--- config.mk ---
export PLATFORM = sky130hd
export DESIGN_NAME = mbs_bus_slave
export DESIGN_NICKNAME = d
export VERILOG_FILES = /design/src/mbs_pkg.sv /design/src/mbs_bus_slave.sv /design/src/mbs_sync.sv
export SDC_FILE = /design/constraint.sdc
export NUM_CORES = 1
export LEC_CHECK = 0
export ABC_CLOCK_PERIOD_IN_PS = 3100
export BUFFER_PORTS_ARGS = -buffer_cell sky130_fd_sc_hd__buf_2
export CORE_AREA = 2 2 98 100
export CTS_CLUSTER_SIZE = 10
export DETAILED_ROUTE_END_ITERATION = 10
export DIE_AREA = 0 0 100 102
export PLACE_DENSITY = 0.73
export SLEW_MARGIN = 15
export SYNTH_ARGS = -nofsm -noshare
export SYNTH_HDL_FRONTEND = slang
export SYNTH_SLANG_ARGS = --single-unit
--- constraint.sdc ---
create_clock -name ref_clk -period 3.1 [get_ports ref_clk]
set_clock_uncertainty 0.2 [all_clocks]
set_input_delay 0 -clock ref_clk [delete_from_list [all_inputs] [get_ports ref_clk]]
set_output_delay 0 -clock ref_clk [all_outputs]
set_load 0.03 [all_outputs]
--- src/mbs_pkg.sv ---
// Purpose: shared constants and types for the multiplexed host bus slave
// Assumes: host pins are sampled by ref_clk after a two-stage synchroniser
// Notes: status codes are the raw levels of the three status pins
package mbs_pkg;
    localparam int AD_W = 16;
    localparam int BYTE_W = 8;
    localparam int LO_LSB = 0;
    localparam int HI_LSB = 8;
    localparam int KERNEL_ADDR_W = 14;
    localparam int STATUS_W = 3;
    localparam int SYNC_STAGES = 2;

    // status pin encodings
    localparam logic [2:0] ST_VECTOR = 3'h0;
    localparam logic [2:0] ST_IO_RD = 3'h1;
    localparam logic [2:0] ST_IO_WR = 3'h2;
    localparam logic [2:0] ST_PASSIVE_LO = 3'h3;
    localparam logic [2:0] ST_FETCH = 3'h4;
    localparam logic [2:0] ST_MEM_RD = 3'h5;
    localparam logic [1:0] ST_PASSIVE_HI = 2'h3;

    // high-byte enable and address bit zero, as {enable_n, bit0}
    localparam logic [1:0] STEER_WORD = 2'h0;
    localparam logic [1:0] STEER_UPPER_HI = 2'h1;
    localparam logic [1:0] STEER_LOWER_LO = 2'h2;
    localparam logic [1:0] STEER_UPPER_LO = 2'h3;

    typedef enum logic [2:0] {
        KIND_PASSIVE = 3'h0,
        KIND_FETCH = 3'h1,
        KIND_MEM_RD = 3'h2,
        KIND_IO_RD = 3'h3,
        KIND_IO_WR = 3'h4,
        KIND_VECTOR = 3'h5
    } mbs_kind_type;

    typedef enum logic [2:0] {
        S_IDLE = 3'h1,
        S_ADDR = 3'h2,
        S_DATA = 3'h4
    } mbs_state_type;

    typedef struct packed {
        logic [AD_W-1:0] addr;
        logic highByteEnable_n;
        mbs_kind_type kind;
    } mbs_access_type;
endpackage

--- src/mbs_bus_slave.sv ---
// Purpose: device side of a multiplexed address/data host bus
// Assumes: host pins are asynchronous to ref_clk and change slowly against it
// Notes: all pin levels are seen two ref_clk cycles late, consistently
// Notes on behaviour
// [RQ1] address in first state, data afterwards
// [RQ2] latch address; internal only when selected
// [RQ3] float unselected; drive only read data states; code keeps driving after a mid-cycle select drop until the status kind changes
// [RQ4] hold high-byte enable from strobe's falling edge
// [RQ5] steer read data by enable and bit0
// [RQ6] status pins are inputs only
// [RQ7] decode fetch, memory read, passive codes
// [RQ8] acknowledge low on access or vector supply
// [RQ9] host selects kernel memory; low 14 bits index
// [RQ10] io select routes io read/write accesses
// [RQ11] bus logic timed by the shared clock
// [RQ12] passive status starts nothing, lines float
`timescale 1ns/1ps
module mbs_bus_slave (
    input wire logic ref_clk,
    input wire logic reset,
    input wire logic [mbs_pkg::AD_W-1:0] adIn,
    output logic [mbs_pkg::AD_W-1:0] adOut,
    output logic [mbs_pkg::AD_W-1:0] adOe_n,
    input wire logic addrLatchStrobe,
    input wire logic highByteEnable_n,
    input wire logic [mbs_pkg::STATUS_W-1:0] cycleStatusCode,
    input wire logic kernelMemSelect_n,
    input wire logic periphIoSelect_n,
    output logic accessAck_n,
    input wire logic vectorSupply,
    input wire logic [mbs_pkg::AD_W-1:0] readWord,
    output mbs_pkg::mbs_access_type access,
    output logic accessStart,
    output logic [mbs_pkg::KERNEL_ADDR_W-1:0] kernelIndex,
    output logic [mbs_pkg::AD_W-1:0] writeWord,
    output logic writeStrobe
);
    localparam int SYNC_W = mbs_pkg::AD_W + mbs_pkg::STATUS_W + 4;

    logic [SYNC_W-1:0] syncBus;
    logic [mbs_pkg::AD_W-1:0] adS;
    logic aleS;
    logic bheS_n;
    logic [mbs_pkg::STATUS_W-1:0] statusS;
    logic memSelS_n;
    logic ioSelS_n;
    logic aleDly_r;
    logic aleFall;
    mbs_pkg::mbs_kind_type kindNow;
    mbs_pkg::mbs_state_type state_r;
    mbs_pkg::mbs_state_type state_nxt;
    mbs_pkg::mbs_access_type access_r;
    logic selected_r;
    logic selectNow;
    logic readKind;
    logic driveNow;
    logic [mbs_pkg::AD_W-1:0] laneMask;
    logic [1:0] steerSel;
    logic [mbs_pkg::AD_W-1:0] adOut_r;
    logic [mbs_pkg::AD_W-1:0] writeWord_r;
    logic accessStart_r;
    logic writeStrobe_r;
    logic accessAck_n_r;

    // every host pin, status included, is only ever sampled here [RQ6] [RQ11]
    mbs_sync #(
        .W(SYNC_W)
    ) u_sync (
        .ref_clk(ref_clk),
        .reset(reset),
        .asyncIn({adIn, addrLatchStrobe, highByteEnable_n, cycleStatusCode,
                  kernelMemSelect_n, periphIoSelect_n}),
        .syncOut(syncBus)
    );

    assign {adS, aleS, bheS_n, statusS, memSelS_n, ioSelS_n} = syncBus;

    always_ff @(posedge ref_clk or posedge reset) begin
        if (reset) begin
            aleDly_r <= 1'b0;
        end else begin
            aleDly_r <= aleS;
        end
    end

    // trailing edge of the address strobe closes the first bus state
    assign aleFall = aleDly_r & ~aleS;

    always_comb begin
        kindNow = mbs_pkg::KIND_PASSIVE;
        if (statusS[2:1] == mbs_pkg::ST_PASSIVE_HI) begin
            kindNow = mbs_pkg::KIND_PASSIVE; // [RQ7]
        end else begin
            case (statusS)
                mbs_pkg::ST_FETCH: kindNow = mbs_pkg::KIND_FETCH; // [RQ7]
                mbs_pkg::ST_MEM_RD: kindNow = mbs_pkg::KIND_MEM_RD; // [RQ7]
                mbs_pkg::ST_PASSIVE_LO: kindNow = mbs_pkg::KIND_PASSIVE; // [RQ7]
                mbs_pkg::ST_IO_RD: kindNow = mbs_pkg::KIND_IO_RD;
                mbs_pkg::ST_IO_WR: kindNow = mbs_pkg::KIND_IO_WR;
                mbs_pkg::ST_VECTOR: kindNow = mbs_pkg::KIND_VECTOR;
                default: kindNow = mbs_pkg::KIND_PASSIVE;
            endcase
        end
    end

    // memory kinds answer to the kernel select, io kinds to the io select
    always_comb begin
        case (kindNow)
            mbs_pkg::KIND_FETCH,
            mbs_pkg::KIND_MEM_RD: selectNow = ~memSelS_n; // [RQ2] [RQ9]
            mbs_pkg::KIND_IO_RD,
            mbs_pkg::KIND_IO_WR: selectNow = ~ioSelS_n; // [RQ2] [RQ10]
            default: selectNow = 1'b0;
        endcase
    end

    always_comb begin
        state_nxt = state_r;
        case (state_r)
            mbs_pkg::S_IDLE: begin
                if (aleS) begin
                    state_nxt = mbs_pkg::S_ADDR; // [RQ1]
                end
            end
            mbs_pkg::S_ADDR: begin
                if (aleFall) begin
                    // a passive code after the strobe starts no access [RQ12]
                    if (kindNow == mbs_pkg::KIND_PASSIVE) begin
                        state_nxt = mbs_pkg::S_IDLE;
                    end else begin
                        state_nxt = mbs_pkg::S_DATA; // [RQ1]
                    end
                end
            end
            mbs_pkg::S_DATA: begin
                if (kindNow == mbs_pkg::KIND_PASSIVE || aleS) begin
                    state_nxt = mbs_pkg::S_IDLE;
                end
            end
            default: state_nxt = mbs_pkg::S_IDLE;
        endcase
    end

    always_ff @(posedge ref_clk or posedge reset) begin
        if (reset) begin
            state_r <= mbs_pkg::S_IDLE;
        end else begin
            state_r <= state_nxt;
        end
    end

    // address and byte enable are held from the strobe's falling edge
    always_ff @(posedge ref_clk or posedge reset) begin
        if (reset) begin
            access_r <= '0;
            selected_r <= 1'b0;
        end else if (state_r == mbs_pkg::S_ADDR && aleFall) begin
            access_r.addr <= adS; // [RQ2]
            access_r.highByteEnable_n <= bheS_n; // [RQ4]
            access_r.kind <= kindNow;
            selected_r <= selectNow; // [RQ2]
        end else if (state_r == mbs_pkg::S_DATA && state_nxt == mbs_pkg::S_IDLE) begin
            selected_r <= 1'b0;
        end
    end

    always_ff @(posedge ref_clk or posedge reset) begin
        if (reset) begin
            accessStart_r <= 1'b0;
        end else begin
            accessStart_r <= (state_r == mbs_pkg::S_ADDR) && aleFall && selectNow; // [RQ12]
        end
    end

    assign readKind = (access_r.kind == mbs_pkg::KIND_FETCH)
                   || (access_r.kind == mbs_pkg::KIND_MEM_RD)
                   || (access_r.kind == mbs_pkg::KIND_IO_RD);

    // a select that drops mid-cycle floats the lines only once the status kind also changes
    assign driveNow = (state_r == mbs_pkg::S_DATA) && selected_r && readKind
                   && (selectNow || kindNow == access_r.kind); // [RQ3]

    always_comb begin
        laneMask = '0;
        case ({access_r.highByteEnable_n, access_r.addr[0]})
            mbs_pkg::STEER_WORD: laneMask = '1; // [RQ5]
            mbs_pkg::STEER_UPPER_HI: laneMask[mbs_pkg::HI_LSB +: mbs_pkg::BYTE_W] = '1;
            mbs_pkg::STEER_LOWER_LO: laneMask[mbs_pkg::LO_LSB +: mbs_pkg::BYTE_W] = '1;
            mbs_pkg::STEER_UPPER_LO: laneMask[mbs_pkg::LO_LSB +: mbs_pkg::BYTE_W] = '1;
            default: laneMask = '0;
        endcase
    end

    // a fresh latch steers its first data cycle, so the fold follows the captured pins
    assign steerSel = (state_r == mbs_pkg::S_ADDR && aleFall) ? {bheS_n, adS[0]}
                    : {access_r.highByteEnable_n, access_r.addr[0]};

    // the upper byte is folded onto the low lanes for odd byte reads with the high-byte enable inactive
    always_ff @(posedge ref_clk or posedge reset) begin
        if (reset) begin
            adOut_r <= '0;
        end else if (steerSel == mbs_pkg::STEER_UPPER_LO) begin
            adOut_r <= {readWord[mbs_pkg::HI_LSB +: mbs_pkg::BYTE_W],
                        readWord[mbs_pkg::HI_LSB +: mbs_pkg::BYTE_W]}; // [RQ5]
        end else begin
            adOut_r <= readWord; // [RQ5]
        end
    end

    assign adOut = adOut_r;
    assign adOe_n = driveNow ? ~laneMask : '1; // [RQ3] [RQ12]

    // write data is taken on the last data cycle, when it has settled longest
    always_ff @(posedge ref_clk or posedge reset) begin
        if (reset) begin
            writeWord_r <= '0;
            writeStrobe_r <= 1'b0;
        end else begin
            writeStrobe_r <= 1'b0;
            if (state_r == mbs_pkg::S_DATA && selected_r
                && access_r.kind == mbs_pkg::KIND_IO_WR) begin
                writeWord_r <= adS; // [RQ10]
                writeStrobe_r <= (state_nxt == mbs_pkg::S_IDLE);
            end
        end
    end

    always_ff @(posedge ref_clk or posedge reset) begin
        if (reset) begin
            accessAck_n_r <= 1'b1;
        end else begin
            accessAck_n_r <= ~((state_nxt == mbs_pkg::S_DATA)
                             && ((state_r == mbs_pkg::S_DATA) ? selected_r : selectNow)
                             || (state_nxt == mbs_pkg::S_DATA && vectorSupply
                                 && kindNow == mbs_pkg::KIND_VECTOR)); // [RQ8]
        end
    end

    assign access = access_r;
    assign accessStart = accessStart_r;
    assign kernelIndex = access_r.addr[mbs_pkg::KERNEL_ADDR_W-1:0]; // [RQ9]
    assign writeWord = writeWord_r;
    assign writeStrobe = writeStrobe_r;
    assign accessAck_n = accessAck_n_r;
endmodule

--- src/mbs_sync.sv ---
// Purpose: two flip-flop synchroniser for a group of host bus pins
// Assumes: each bit is a level; multi-bit groups settle before they are used
// Notes: the first stage is read only by the second stage
`timescale 1ns/1ps
module mbs_sync #(
    parameter int W = 1
) (
    input wire logic ref_clk,
    input wire logic reset,
    input wire logic [W-1:0] asyncIn,
    output logic [W-1:0] syncOut
);
    logic [W-1:0] meta_r;
    logic [W-1:0] stable_r;

    always_ff @(posedge ref_clk or posedge reset) begin
        if (reset) begin
            meta_r <= '0;
            stable_r <= '0;
        end else begin
            meta_r <= asyncIn;
            stable_r <= meta_r;
        end
    end

    assign syncOut = stable_r;
endmodule
==> flow_summary.toml <==
[critical_path]
worstPathRequired_ns = 2.90
rrSetupSlack_ns = 0.99
critPathMaxStageDelay_ns = 0.49
crit_path_top_delay_cell = "o21ai_0"
arrival_ns = 2.24
r2r_start = "state_r[2]"
endpoint_kind = "output pin"
crit_fanout = 10
r2r-end = "access[13]"
reg2regPathDepth = 4
timing_worst_setup_path_type = "register to output pin"
critPathLaunchType = "register"
crit_path_start = "u_sync.syncOut[2]"
crit_chain = "nor4b_1, or3_1, o21ai_0, buf_2"

[logic_synthesis]
synth_cell_types = 43
synth_compound_area_share_pct = 7.70
ys.flop_type = "dfrtp_1"
synth-seq-cells = 106
synth_warnings = 0
synthCells = 273
synth_xor_area_share_pct = 0.220
synthSimpleGateAreaFrac_pct = 7.63
ys_async_sr_fraction_pct = 100
synthAdderAreaFrac_pct = 0
syn_nets = 315
netlist_area_mm2 = 0.00398
syn-mean-instance-area_um2 = 14.6
synth_edf_count = 0
yosysSeqAreaShare_pct = 66.7
synth_top_family_by_area = "multiplexers"
synth_mux_area_share_pct = 9.71

[clock_tree]
cts_made_buffers = 9
postCtsSetupBuffers = 0
root_buffer = "clkbuf_8"
clk_path_buf_depth = 2
cts_tree = "yes"
clk_latency_ns = 0.35
cts_sinks = 106
ctsHtreeMaxLevel = 3
ctsResizeCount = 0
clk_pin_slew_ns = 0.10

[grt]
grt_pass1_wl_um = 12700
antenna_found_initial = 0
grt_max_degree = 85
grt_pass1_vias = 2589
track_usage_pct = 16.1
grt-ovfl-total = 0

[job]
max_cap_violations = 0

[timing]
grt_setup_unrepaired = "no"
hold_violations = 0
setup_slack_ns = 0.656
final.period_utilization_pct = 78.8
setup-tns-final_ns = 0
tightest_slew_ns = 0.998
min_period_ns = 2.44
slew_violations = 0
finalSetupViolCount = 0
max_freq_mhz = 409
relSlewSlack_pct = 33.5

[placement]
hpwlAfterDp_um = 4850
portBuffers = 126
place_ws_ns = 1.02
gp_congestion = 0.819

[hold_path]
min_path_type = "input pin to register"
whs_path_depth = 2
min-delay-start = "adIn[7]"
holdPathEnd = "u_sync.meta_r[14]"

[die]
core-area_mm2 = 0.00911
io_pins = 127
num_rows = 35
start_util_pct = 43.7
die_area_mm2 = 0.0102
die_y_um = 102
die_w_um = 100

[drt]
vias_per_cell = 4.97
drt_iter0_markers = 68
route.detailed.drc = 0
ant_nets = 0
routed_wirelength_um = 7990
dr.pass1.iters = 4
vias = 2613
routedWlPerCell_um = 15.2

[power]
p_leak_nw = 2.46
vdd_drop_max_v = 0.000509
powerDensity_mw_per_mm2 = 785

[final_layout]
most-common-layout-cells = "buf_2 (126), dfrtp_1 (104), dlygate4sd3_1 (41)"
fin_util_pct = 56.0
layout_commonest_cell = "buf_2"
final_nets = 452
drive_gt1_share_pct = 44.3
area.growth.synth_to_final_pct = 28.1
diodes = 0

[run_status]
outcome = "finished, final reports clean"
routing by layer:
layer / vias to the layer above / share of wire [%] / track usage (%)
met5: - / 0 / 0
met4: 0 / 1.0 / 4.53
met3: 9 / 6.5 / 4.79
met2: 100 / 50 / 27.3
met1: 1291 / 42 / 20.2
li1: 1213 / - / -
through the flow:
stage / cell area (µm²) / total power, mW / std cells / hold slack [ns]
global placement: 4460 / 2.97 / 469 / -0.0927
global route: 5100 / 4.20 / 526 / 0.0471
detailed placement: 4460 / 3.00 / 469 / -0.0907
CTS: 5100 / 4.04 / 526 / 0.0575
finish: 5100 / 4.00 / 526 / 0.0767
floorplan: 3980 / 2.77 / 273 / -0.169
sequential cells by signal (all words and copies together) (netlist names):
signal / flops
state_r: 3
u_sync.meta_r: 23
u_sync.syncOut: 23
accessAck_n: 1
writeWord: 16
writeStrobe: 1
accessStart: 1
aleDly_r: 1
selected_r: 1
adOut: 16
access: 20
how the worst max path moves through the flow:
stage	end	depth (start not counted)	slack, ns
global placement	access[10]	4	1.09
CTS	adOe_n[5]	4	0.61
global route	adOe_n[2]	4	0.46
finish	adOe_n[0]	4	0.66
detailed placement	adOe_n[5]	4	1.02
floorplan	accessStart	1	0.11
Yosys cell counts (2+ instances only):
library cell / number / area, µm²
a21oi_1: 5 / 25.0
buf_4: 28 / 210
clkbuf_1: 2 / 7.51
nor3b_2: 2 / 25.0
dfstp_2: 2 / 52.6
mux2_2: 33 / 372
o211ai_1: 8 / 60.1
buf_6: 3 / 33.8
nor2_1: 4 / 15.0
nand2b_1: 2 / 12.5
o2111ai_1: 7 / 61.3
inv_1: 3 / 11.3
nor2b_1: 2 / 12.5
nor4b_1: 3 / 26.3
nand4b_1: 3 / 26.3
nand2_1: 2 / 7.51
nor3b_1: 2 / 15.0
dfrtp_1: 104 / 2600
or3b_1: 2 / 17.5
nor4_1: 2 / 12.5
or3_1: 2 / 12.5
nand3_1: 8 / 40.0
buf_2: 8 / 40.0
nand4bb_1: 2 / 22.5
o21ai_0: 16 / 80.1
timing repair:
action / 4_1_cts / 5_1_grt
endpoints found under the hold margin: 121 / 0
endpoints found under the setup margin: 0 / 0
hold buffers: 41 / 0
cell families after synthesis:
kind of cell | after synthesis
AO/OA/AOI/OAI | 45
multiplexers | 34
buffers and inverters | 46
XOR/XNOR | 1
AND/OR/NAND/NOR | 41
flip-flops | 106
layout make-up:
| type | instances | area (µm²) |
|---|---|---|
| Fill cell | 761 | 4010 |
| Sequential cell | 106 | 2660 |
| Timing Repair Buffer | 169 | 1060 |
| Multi-Input combinational cell | 121 | 1010 |
| Tap cell | 111 | 139 |
| Clock buffer | 12 | 135 |
| Clock inverter | 4 | 98.8 |
| Inverter | 3 | 13.8 |
worst max-delay path: cells and delay by family (launching register included):
kind                   cells  cell delay [ns]
and+or+nand+nor            2             0.61
AOI/OAI and AO/OA          1             0.49
DFF                        1             0.48
buffers and inverters      1             0.30
power breakdown:
part	internal, mW	switching [mW]	leakage, nW
registers	1.60	0.211	1.29
clock network	0.541	0.446	0.115
logic	0.404	0.802	1.05
total	2.54	1.46	2.46
(Power assumes the default switching activity.)
